<file path="src/rtl/sdm_pkg.sv">
// constants and types for the sense-mux and state controller
// assumes a 250 MHz core clock and an Avalon-MM register slave
package sdm_pkg;
    // clock period in nanoseconds
    localparam int CLK_PERIOD_NS = 4;
    // standby delay time in microseconds, plain default
    localparam int STANDBY_DELAY_TIME_US = 1000;
    localparam int STANDBY_DELAY_CYCLES = (STANDBY_DELAY_TIME_US * 1000) / CLK_PERIOD_NS;
    // retry timer in microseconds, plain default
    localparam int RETRY_TIME_US = 1000;
    localparam int RETRY_CYCLES = (RETRY_TIME_US * 1000) / CLK_PERIOD_NS;
    // sense settle time in microseconds, plain default
    localparam int SENSE_SETTLE_TIME_US = 10;
    localparam int SENSE_SETTLE_CYCLES = (SENSE_SETTLE_TIME_US * 1000) / CLK_PERIOD_NS;

    // register word addresses (byte address / 4)
    localparam logic [1:0] ADDR_STATUS  = 2'h0;
    localparam logic [1:0] ADDR_IRQ     = 2'h1;
    localparam logic [1:0] ADDR_MASK    = 2'h2;
    localparam logic [1:0] ADDR_CONTROL = 2'h3;

    // interrupt event bit positions
    localparam int EV_FAULT_ENTER = 0;
    localparam int EV_FAULT_EXIT  = 1;
    localparam int EV_OFF_FAULT   = 2;
    localparam int EV_STANDBY     = 3;
    localparam int NUM_EV         = 4;

    // control register bit positions
    localparam int CTL_LATCH_BIT  = 0;

    // reset values
    localparam logic [3:0] MASK_RESET = 4'h0;

    // sense output selection
    typedef enum logic [1:0] {
        SDM_SNS_HIGHZ,
        SDM_SNS_CURRENT,
        SDM_SNS_TEMP,
        SDM_SNS_FAULT
    } sdm_sense_t;

    // operating states
    typedef enum logic [2:0] {
        SDM_ST_STBY_DELAY,
        SDM_ST_STANDBY,
        SDM_ST_DIAG,
        SDM_ST_ACTIVE,
        SDM_ST_FAULT
    } sdm_state_t;
endpackage

</file>
<file path="src/rtl/sdm_ctrl.sv">
// sense multiplexer and operating state sequencer of a one-channel power switch
// assumes all pins synchronous to clk; analog fault detectors give levels
`timescale 1ns/1ns
`default_nettype none

module sdm_ctrl #(
    parameter int STBY_CYCLES   = sdm_pkg::STANDBY_DELAY_CYCLES,
    parameter int RETRY_CYC     = sdm_pkg::RETRY_CYCLES,
    parameter int SETTLE_CYC    = sdm_pkg::SENSE_SETTLE_CYCLES
) (
    // clock, reset, clock enable
    input  wire logic        clk,
    input  wire logic        rstn,
    input  wire logic        clkEn,
    // control pins from the controller
    input  wire logic        enable,
    input  wire logic        diagnostic_enable,
    input  wire logic        sense_select,
    input  wire logic        latchPin,
    // fault detector levels from the analog side
    input  wire logic        thermalShutdown,
    input  wire logic        currentLimit,
    input  wire logic        offStateAbove,
    // switch and sense output control
    output logic             switchOn,
    output logic             lowPower,
    output logic             offDetectOn,
    output sdm_pkg::sdm_sense_t sense_output,
    output logic             sense_fault_level,
    output logic             senseSettled,
    // avalon-mm slave
    input  wire logic [1:0]  avsAddress,
    input  wire logic        avsRead,
    input  wire logic        avsWrite,
    input  wire logic [31:0] avsWriteData,
    output logic [31:0]      avsReadData,
    output logic             avsWaitRequest,
    // interrupt
    output logic             irq
);

    // state register and next state
    // the state alone decides switch and standby; the fault half of the mux also takes offFault_r
    sdm_pkg::sdm_state_t state_r;
    sdm_pkg::sdm_state_t state_nxt;
    // delayed pins for edge detection
    logic        enable_r;
    logic        diag_r;
    // standby delay, retry and sense settle counters
    logic [31:0] stbyCnt_r;
    logic [31:0] retryCnt_r;
    logic [31:0] settleCnt_r;
    // latched off-state fault indication
    // it follows the comparator while armed, so it clears once the level drops
    logic        offFault_r;
    // software latch override and registers
    // ack_r marks the second cycle of a bus request
    logic        swLatch_r;
    logic [sdm_pkg::NUM_EV-1:0] irqStat_r;
    logic [sdm_pkg::NUM_EV-1:0] irqMask_r;
    logic        ack_r;
    // derived terms
    logic        enRise;
    logic        diagRise;
    logic        diagFall;
    logic        shutdown;
    logic        faultDetect;
    logic        retryDone;
    logic        stbyDone;
    logic        latchEff;
    logic [sdm_pkg::NUM_EV-1:0] events;
    logic        rdStat;

    // edges of the control pins against last cycle's sample; history resets low,
    // the idle level of both pins, so no false edge follows reset
    assign enRise   = enable & ~enable_r;
    assign diagRise = diagnostic_enable & ~diag_r;
    assign diagFall = ~diagnostic_enable & diag_r;
    // thermal or current-limit shutdown
    // either detector forces the fault state from active
    assign shutdown = thermalShutdown | currentLimit;
    // timers end when the counter reaches its parameter, widened to 32 bits
    assign retryDone = (retryCnt_r == 32'(RETRY_CYC));
    assign stbyDone  = (stbyCnt_r == 32'(STBY_CYCLES));
    // either the pin or the control register keeps the fault state latched
    assign latchEff  = latchPin | swLatch_r;

    // off-state comparator only armed with diag high and enable low
    // standby keeps it off too, since no diagnostics run there
    assign offDetectOn = diagnostic_enable & ~enable & (state_r != sdm_pkg::SDM_ST_STANDBY);

    // fault detect combines waiting-for-retry and off-state fault
    // it steers the mux only; the switch itself follows the state
    assign faultDetect = (state_r == sdm_pkg::SDM_ST_FAULT) | offFault_r;

    // next-state logic
    // one edge from pin sample to new state
    always_comb begin
        state_nxt = state_r;
        case (state_r)
            // standby or its delay: a shutdown on the wake edge goes straight to fault
            sdm_pkg::SDM_ST_STBY_DELAY, sdm_pkg::SDM_ST_STANDBY: begin
                if (shutdown && enable) begin
                    state_nxt = sdm_pkg::SDM_ST_FAULT;
                end else if (enable) begin
                    state_nxt = sdm_pkg::SDM_ST_ACTIVE;
                end else if (diagnostic_enable) begin
                    state_nxt = sdm_pkg::SDM_ST_DIAG;
                end else if (state_r == sdm_pkg::SDM_ST_STBY_DELAY && stbyDone) begin
                    state_nxt = sdm_pkg::SDM_ST_STANDBY;
                end
            end
            // diagnostic state: switch stays off until enable rises
            sdm_pkg::SDM_ST_DIAG: begin
                if (enable) begin
                    state_nxt = sdm_pkg::SDM_ST_ACTIVE;
                end else if (!diagnostic_enable) begin
                    state_nxt = sdm_pkg::SDM_ST_STBY_DELAY;
                end
            end
            // active: a shutdown wins over any pin change
            sdm_pkg::SDM_ST_ACTIVE: begin
                if (shutdown) begin
                    state_nxt = sdm_pkg::SDM_ST_FAULT;
                end else if (!enable && !diagnostic_enable) begin
                    state_nxt = sdm_pkg::SDM_ST_STBY_DELAY;
                end else if (!enable) begin
                    state_nxt = sdm_pkg::SDM_ST_DIAG;
                end
            end
            sdm_pkg::SDM_ST_FAULT: begin
                // exit needs faults gone, latch low and retry timer done
                if (!shutdown && !latchEff && retryDone) begin
                    if (enable) begin
                        state_nxt = sdm_pkg::SDM_ST_ACTIVE;
                    end else if (diagnostic_enable) begin
                        state_nxt = sdm_pkg::SDM_ST_DIAG;
                    end else begin
                        state_nxt = sdm_pkg::SDM_ST_STBY_DELAY;
                    end
                end
            end
            default: state_nxt = sdm_pkg::SDM_ST_STBY_DELAY;
        endcase
    end

    // state register
    // clkEn low holds every timer too, so all delays stretch with it
    always_ff @(posedge clk or negedge rstn) begin
        if (!rstn) begin
            state_r <= sdm_pkg::SDM_ST_STBY_DELAY;
        end else if (clkEn) begin
            state_r <= state_nxt;
        end
    end

    // pin history for edges
    always_ff @(posedge clk or negedge rstn) begin
        if (!rstn) begin
            enable_r <= 1'b0;
            diag_r   <= 1'b0;
        end else if (clkEn) begin
            enable_r <= enable;
            diag_r   <= diagnostic_enable;
        end
    end

    // standby delay counter, runs only while both pins stay low
    // it stops at its end value so stbyDone stays true until the state moves on
    always_ff @(posedge clk or negedge rstn) begin
        if (!rstn) begin
            stbyCnt_r <= 32'h0;
        end else if (clkEn) begin
            if (state_r != sdm_pkg::SDM_ST_STBY_DELAY || enable || diagnostic_enable) begin
                stbyCnt_r <= 32'h0;
            end else if (!stbyDone) begin
                stbyCnt_r <= stbyCnt_r + 32'h1;
            end
        end
    end

    // retry timer, starts on fault entry and saturates
    // saturation keeps retryDone set while a latch still holds the fault
    always_ff @(posedge clk or negedge rstn) begin
        if (!rstn) begin
            retryCnt_r <= 32'h0;
        end else if (clkEn) begin
            if (state_r != sdm_pkg::SDM_ST_FAULT) begin
                retryCnt_r <= 32'h0;
            end else if (!retryDone) begin
                retryCnt_r <= retryCnt_r + 32'h1;
            end
        end
    end

    // sense settle counter after switch turn-on
    // the settled flag only helps the controller; the device never waits on it
    always_ff @(posedge clk or negedge rstn) begin
        if (!rstn) begin
            settleCnt_r <= 32'h0;
        end else if (clkEn) begin
            if (!switchOn) begin
                settleCnt_r <= 32'h0;
            end else if (settleCnt_r != 32'(SETTLE_CYC)) begin
                settleCnt_r <= settleCnt_r + 32'h1;
            end
        end
    end
    assign senseSettled = switchOn && (settleCnt_r == 32'(SETTLE_CYC));

    // off-state fault follows comparator; edges clear it
    // clear terms come first, so an edge beats a comparator level in the same cycle
    always_ff @(posedge clk or negedge rstn) begin
        if (!rstn) begin
            offFault_r <= 1'b0;
        end else if (clkEn) begin
            if (diagFall || enRise || !offDetectOn) begin
                offFault_r <= 1'b0;
            end else begin
                offFault_r <= offStateAbove;
            end
        end
    end

    // switch and power outputs
    // switch conducts in active only, so diagnostic and fault keep it off
    assign switchOn = (state_r == sdm_pkg::SDM_ST_ACTIVE);
    assign lowPower = (state_r == sdm_pkg::SDM_ST_STANDBY);

    // sense multiplexer
    // standby shows high impedance even if diag rose this cycle
    // temperature outranks a fault: select high never shows the fault level
    always_comb begin
        if (!diagnostic_enable || state_r == sdm_pkg::SDM_ST_STANDBY) begin
            sense_output = sdm_pkg::SDM_SNS_HIGHZ;
        end else if (sense_select) begin
            sense_output = sdm_pkg::SDM_SNS_TEMP;
        end else if (faultDetect) begin
            sense_output = sdm_pkg::SDM_SNS_FAULT;
        end else begin
            sense_output = sdm_pkg::SDM_SNS_CURRENT;
        end
    end
    assign sense_fault_level = (sense_output == sdm_pkg::SDM_SNS_FAULT);

    // event sources for interrupts
    // entry and exit look one edge ahead through state_nxt
    // off fault is level held: it sets again after a clear while still present
    assign events[sdm_pkg::EV_FAULT_ENTER] = (state_nxt == sdm_pkg::SDM_ST_FAULT)
                                             && (state_r != sdm_pkg::SDM_ST_FAULT);
    assign events[sdm_pkg::EV_FAULT_EXIT]  = (state_r == sdm_pkg::SDM_ST_FAULT)
                                             && (state_nxt != sdm_pkg::SDM_ST_FAULT);
    assign events[sdm_pkg::EV_OFF_FAULT]   = offFault_r;
    assign events[sdm_pkg::EV_STANDBY]     = (state_nxt == sdm_pkg::SDM_ST_STANDBY)
                                             && (state_r != sdm_pkg::SDM_ST_STANDBY);

    // bus: one wait cycle, answer on second cycle
    // read data are captured at the end of the first cycle and stand through the accept edge
    // clkEn low also holds the acknowledge, which stretches the wait
    assign avsWaitRequest = (avsRead || avsWrite) && !ack_r;
    assign rdStat = avsRead && ack_r && (avsAddress == sdm_pkg::ADDR_IRQ);

    // acknowledge toggle
    // it drops after the accept edge, so back-to-back requests each wait once
    always_ff @(posedge clk or negedge rstn) begin
        if (!rstn) begin
            ack_r <= 1'b0;
        end else if (clkEn) begin
            ack_r <= (avsRead || avsWrite) && !ack_r;
        end
    end

    // sticky status per event; set wins over read-clear
    // a read clears only the bits that it returned, so an event that lands
    // between capture and accept stays pending for the next read
    for (genvar i = 0; i < sdm_pkg::NUM_EV; i++) begin : g_irq
        always_ff @(posedge clk or negedge rstn) begin
            if (!rstn) begin
                irqStat_r[i] <= 1'b0;
            end else if (clkEn) begin
                if (events[i]) begin
                    irqStat_r[i] <= 1'b1;
                end else if (rdStat && avsReadData[i]) begin
                    irqStat_r[i] <= 1'b0;
                end
            end
        end
    end

    // mask and control writes
    // writes take effect at the accept edge only
    always_ff @(posedge clk or negedge rstn) begin
        if (!rstn) begin
            irqMask_r <= sdm_pkg::MASK_RESET;
            swLatch_r <= 1'b0;
        end else if (clkEn && avsWrite && ack_r) begin
            if (avsAddress == sdm_pkg::ADDR_MASK) begin
                irqMask_r <= avsWriteData[sdm_pkg::NUM_EV-1:0];
            end
            if (avsAddress == sdm_pkg::ADDR_CONTROL) begin
                swLatch_r <= avsWriteData[sdm_pkg::CTL_LATCH_BIT];
            end
        end
    end

    // read data register
    // status word: off fault, switch, state, bit 0 reserved as zero
    always_ff @(posedge clk or negedge rstn) begin
        if (!rstn) begin
            avsReadData <= 32'h0;
        end else if (clkEn && avsRead && !ack_r) begin
            case (avsAddress)
                sdm_pkg::ADDR_STATUS:  avsReadData <= {26'h0, offFault_r, switchOn, state_r, 1'b0};
                sdm_pkg::ADDR_IRQ:     avsReadData <= {28'h0, irqStat_r};
                sdm_pkg::ADDR_MASK:    avsReadData <= {28'h0, irqMask_r};
                sdm_pkg::ADDR_CONTROL: avsReadData <= {31'h0, swLatch_r};
                default:               avsReadData <= 32'h0;
            endcase
        end
    end

    // level interrupt
    // high while any unmasked status bit is set
    assign irq = |(irqStat_r & irqMask_r);

endmodule
`default_nettype wire

</file>
<file path="config.mk">
export PLATFORM = sky130hd
export DESIGN_NAME = sdm_ctrl
export DESIGN_NICKNAME = d
export VERILOG_FILES = /design/src/rtl/sdm_pkg.sv /design/src/rtl/sdm_ctrl.sv
export SDC_FILE = /design/constraint.sdc
export NUM_CORES = 1
export LEC_CHECK = 0
export ABC_AREA = 1
export BUFFER_PORTS_ARGS = -buffer_cell sky130_fd_sc_hd__buf_2
export CAP_MARGIN = 20
export CORE_AREA = 2 2 151 153
export CTS_BUF_LIST = sky130_fd_sc_hd__clkbuf_8
export DETAILED_ROUTE_END_ITERATION = 12
export DIE_AREA = 0 0 153 155
export MAX_ROUTING_LAYER = met4
export RECOVER_POWER = 100
export SLEW_MARGIN = 10
export SYNTH_ARGS = -nofsm -noshare
export SYNTH_HDL_FRONTEND = slang
export SYNTH_SLANG_ARGS = --single-unit
</file>
<file path="constraint.sdc">
create_clock -name clk -period 4.3 [get_ports clk]
set_input_delay 0.43 -clock clk [delete_from_list [all_inputs] [get_ports clk]]
set_output_delay 0.43 -clock clk [all_outputs]
set_load 0.03 [all_outputs]
</file>
==> After elaboration in Yosys (flattened, before gate mapping) <==
Cells that the tools add are included.
W data, S select, Z words.
{ "word_totals": {"register_bits": 144, "latch_bits": 0, "mem_bits_rw": 0, "romBits": 0, "input_bits": 46, "output_inout_bits": 41, "word_cells": 131, "memories": 0} }
{ "classes": {"addsub": 3, "n_mul": 0, "n_div": 0, "n_lt_le_gt_ge": 0, "eq_ne": 20, "shifts": 0, "mux": 32, "n_bitwise": 11, "n_reduce_logical": 50} }
{ "ops": {"columns": ["cell", "n"], "rows": [
  ["$mux W32", 6],
  ["$pmux W32 S4", 1],
  ["$add A32 B1 Y32 const B", 3],
  ["$eq A32 B18 Y1 const B", 2],
  ["$eq A32 B12 Y1 const B", 1],
  ["$ne A32 B12 Y1 const B", 1],
  ["$mux W3", 10],
  ["$logic_and A1 B1 Y1", 20],
  ["$reduce_and A2 Y1", 9],
  ["$pmux W3 S4", 1],
  ["$mux W2", 5],
  ["$mux W1", 9],
  ["$reduce_bool A2 Y1", 4],
  ["$eq A2 B2 Y1 const B", 3],
  ["$eq A3 B1 Y1 const B", 2],
  ["$eq A3 B2 Y1 const B", 2],
  ["$eq A3 B3 Y1 const B", 2],
  ["$logic_not A1 Y1", 6],
  ["$logic_or A1 B1 Y1", 6],
  ["$ne A2 B1 Y1 const B", 3],
  ["$ne A3 B3 Y1 const B", 2],
  ["$and A1 B1 Y1", 4],
  ["$and A4 B4 Y4", 1],
  ["$reduce_or A4 Y1", 1],
  ["other kinds (8)", 12]
]} }

==> Depth between registers and ports, before layout <==
{ "depth": {"word_depth": 11, "depth_mapped": 14, "depth_no_buf": 14} }

==> Least setup slack after synthesis <==
OpenSTA, ideal clock, no wires.
{ "synth_path": {"path_kind": "flip-flop to output port", "startpoint": "reg state_r[2]", "endpoint": "out senseSettled", "arrival_time_ps": 1835, "t_required_ps": 3870, "path_slack_ps": 2035, "stages_incl_launch_ff": 7, "n_path_buf": 1, "path_cell_list": "dfrtp_1 inv_1 nand2_2 nor2_4 buf_1 nand3_1 nor2_1"} }
{ "synth_between": {"elab_chain_cells": 2} }
{ "synth_rtl": {"columns": ["element", "line_no", "source"], "rows": [
  ["start, declared", "sdm_ctrl.sv:44", "sdm_pkg::sdm_state_t state_r;"],
  ["start signal, assigned", "sdm_ctrl.sv:151", "state_r <= sdm_pkg::SDM_ST_STBY_DELAY;"],
  ["start signal, assigned", "sdm_ctrl.sv:153", "state_r <= state_nxt;"],
  ["$eq A3 B2 Y1", "sdm_ctrl.sv:227", "assign switchOn = (state_r == sdm_pkg::SDM_ST_ACTIVE);"],
  ["net switchOn", "sdm_ctrl.sv:25", "output logic switchOn,"],
  ["$logic_and A1 B1 Y1", "sdm_ctrl.sv:209", "assign senseSettled = switchOn && (settleCnt_r == 32'(SETTLE_CYC));"],
  ["end, declared", "sdm_ctrl.sv:30", "output logic senseSettled,"]
]} }
The timed path passes the listed nets, and every way through them passes these cells.

==> Worst setup path in the final report <==
{ "layout_path": {"startpoint": "reg state_r[2]", "endpoint": "out senseSettled"} }
{ "layout_between": {"elab_chain_cells": 2} }
{ "layout_rtl": {"columns": ["element", "line_no"], "rows": [
  ["$eq A3 B2 Y1", "sdm_ctrl.sv:227"],
  ["$logic_and A1 B1 Y1", "sdm_ctrl.sv:209"]
]} }
Every way passes these cells.

==> impl_metrics.tcl <==
set metrics [dict create \
    nNetsFinal 1243 \
    port_buffers 32 \
    use_met1_pct 25.51 \
    final_cells 1489 \
    synth_area_leaders "dfrtp_1 (36%), nand2_1 (15%), nor2_1 (6.8%)" \
    crit_path_start_kind "register" \
    wl_per_cell_um 14.07 \
    diodes 0 \
    hold_end "irqMask_r[1]" \
    cts_tree "done" \
    synthAdderAreaFrac_pct 0.9371 \
    postRouteAntennaNets 0 \
    core_um2 22230 \
    start_util_pct 36.04 \
    grt_max_degree 75 \
    dr.first_iter.drc_count 601 \
    tightest_slew_ps 1923 \
    ys.warnings.count 0 \
    drc_errors 0 \
    rows 55 \
    postPlaceCellArea_um2 8285 \
    gp_congestion 0.9237 \
    met3_usage_pct 3.120 \
    fmax_mhz 303.0 \
    timing.final.crit_share_pct 76.75 \
    cts-root-buf "clkbuf_8" \
    viasPerCell 4.970 \
    yosysSeqAreaShare_pct 36.23 \
    cts_made_buffers 17 \
    yosys.area_share.xor_xnor_pct 4.592 \
    crit_type "reg2out" \
    min-delay-start "avsWriteData[1]" \
    dpl.hpwl_um 15630 \
    whs_ps 186.0 \
    setup_viol 0 \
    syn_avg_cell_area_um2 6.865 \
    outcome "finished, violations left" \
    grt_util_met2_pct 29.21 \
    required_ps 3870 \
    synth_cell_types 47 \
    clock_latency_ps 460 \
    syn_inst 1167 \
    max_slew_margin_pct -28.19 \
    cts.sinks 116 \
    areaGrowthSynthToFinish_pct 8.090 \
    leakage_nw 3.549 \
    synthMuxAreaShare_pct 0.1406 \
    wl_um 20950 \
    htreeDepth 4 \
    fin_crit_ps 3300 \
    num_vias 7401 \
    final_area_um2 8660 \
    first_pass_iters 6 \
    syn_area_um2 8011 \
    post_cts_buffers 0 \
    antenna_found_initial 0 \
    grt_pass1_vias 7052 \
    hold_depth 3 \
    place_inst 1457 \
    rsz0062_at_grt "no" \
    violations "capacitance limit, slew limit" \
    cts_hold_buf 0 \
    finalHoldViolations 0 \
    end_kind "output pin" \
    final_cell_mix "nand2_1 (330), nor2_1 (147), inv_1 (123)" \
    die_y_um 155 \
    skew_ps 18.61 \
    r2r_cells 12 \
    cp.arrival_ps 2870 \
    cts_buffer_depth 2 \
    grt_pass1_wl_um 35440 \
    final.setup.tns_ps 0 \
    clk_pin_slew_ps 90 \
    layout-drive-gt1-share_pct 6.229 \
    final_common_cell "nand2_1" \
    grt-busiest-layer "met2" \
    dieArea_um2 23720 \
    yosys.area_share.simple_pct 36.89 \
    synth_async_sr_flop_share_pct 100.0 \
    grt_use_total_pct 18.80 \
    die_x_um 153 \
    ir_drop_mv 0.1825 \
    cts_resized 0 \
    worstHoldPathType "in2reg" \
    crit_path_max_fanout 27 \
    synth_top_family_by_area "simple AND/OR/NAND/NOR gates" \
    r2r_slack_ps 1100 \
    cap_violations 2 \
    r2r_end "stbyCnt_r[4]" \
    slew_viol_final 101 \
    synth_top_area_share_pct 36.23 \
    synth-seq-cells 116 \
    powerDensity_nw_per_um2 342.8 \
    synth_flop_cell "dfrtp_1" \
    synth_top_area_cell "dfrtp_1" \
    synth_edf_count 0 \
    reg2reg_from "stbyCnt_r[0]" \
    overflow 0 \
    io_pins 87 \
    synth_compound_area_share_pct 10.51 \
]
[area by class of cell]
class | instances | area, µm²
sequential | 116 | 2903
fill | 2384 | 13570
inverter | 127 | 476.7
timing repair buffer | 37 | 166.4
clock buffer | 17 | 234.0
tap | 285 | 356.6
multi-input combinational | 892 | 4305
clock inverter | 15 | 217.7
[power breakdown]
part	switching (W)	total [W]	internal, W
registers	0.0000598	0.00122	0.00116
logic	0.000449	0.000575	0.000127
clock network	0.000528	0.00118	0.000649
total	0.00104	0.00297	0.00193
[metrics by stage]
| step | power [W] | utilization [%] | worst slack (ps) |
|---|---|---|---|
| 2_1_floorplan | 0.001678 | - | 2035 |
| 3_3_place_gp | 0.001835 | 37.28 | 1735 |
| 3_5_place_dp | 0.001839 | 37.28 | 1687 |
| 4_1_cts | 0.003024 | 39.31 | 1626 |
| 5_1_grt | 0.003141 | 38.96 | 739.0 |
| 6_report | 0.002969 | 38.96 | 999.9 |
[sequential cells by signal, indices dropped and copies added (netlist names)]
| signal | flops |
|---|---|
| ack_r | 1 |
| avsReadData | 6 |
| irqMask_r | 4 |
| irqStat_r | 4 |
| offFault_r | 1 |
| retryCnt_r | 32 |
| settleCnt_r | 32 |
| state_r | 3 |
| stbyCnt_r | 32 |
| swLatch_r | 1 |
[cell usage after synthesis (12+ instances only)]
| master | n |
|---|---|
| nand2_1 | 326 |
| nor2_1 | 145 |
| inv_1 | 122 |
| dfrtp_1 | 116 |
| nand3_1 | 78 |
| o21ai_0 | 72 |
| nor3_1 | 41 |
| nand4_1 | 33 |
| xor2_1 | 33 |
| buf_4 | 32 |
| o31ai_1 | 25 |
| a21oi_1 | 24 |
| buf_2 | 14 |
| nor4_1 | 12 |
[how the worst max path moves through the flow]
stage,start,to,slack (ps)
detailed placement,state_r[1],retryCnt_r[8],1690
global placement,state_r[1],retryCnt_r[8],1730
floorplan,state_r[2],senseSettled,2030
finish,state_r[2],senseSettled,1000
global route,state_r[2],senseSettled,740
CTS,state_r[1],sense_fault_level,1630
[per-layer routing]
| metal | up-vias | share of wire (%) | wire [µm] |
|---|---|---|---|
| met2 | 174 | 45 | 9362 |
| met1 | 3405 | 49 | 10290 |
| met5 | - | 0 | 0 |
| met4 | 0 | 1.3 | 280 |
| li1 | 3799 | - | - |
| met3 | 23 | 4.8 | 1012 |
[worst max-delay path, cell delays in order, from the launching register on]
cell and delay (ps):
dfrtp_1 410, inv_1 170, nand2_1 160, nor2_4 100, clkbuf_1 960, nand3_1 220, nor2_1 180, buf_2 210
[logic make-up (layout without fill, tap and decap cells)]
| family | Yosys count | count (layout) |
|---|---|---|
| xor gates and xnor gates | 42 | 42 |
| buffers and inverters | 184 | 196 |
| other | 1 | 26 |
| AOI/OAI and AO/OA | 145 | 145 |
| adders and majority gates | 6 | 6 |
| and+or+nand+nor | 672 | 672 |
| DFF | 116 | 116 |
| muxes | 1 | 1 |
No activity file was read; power rests on OpenSTA's default activity.
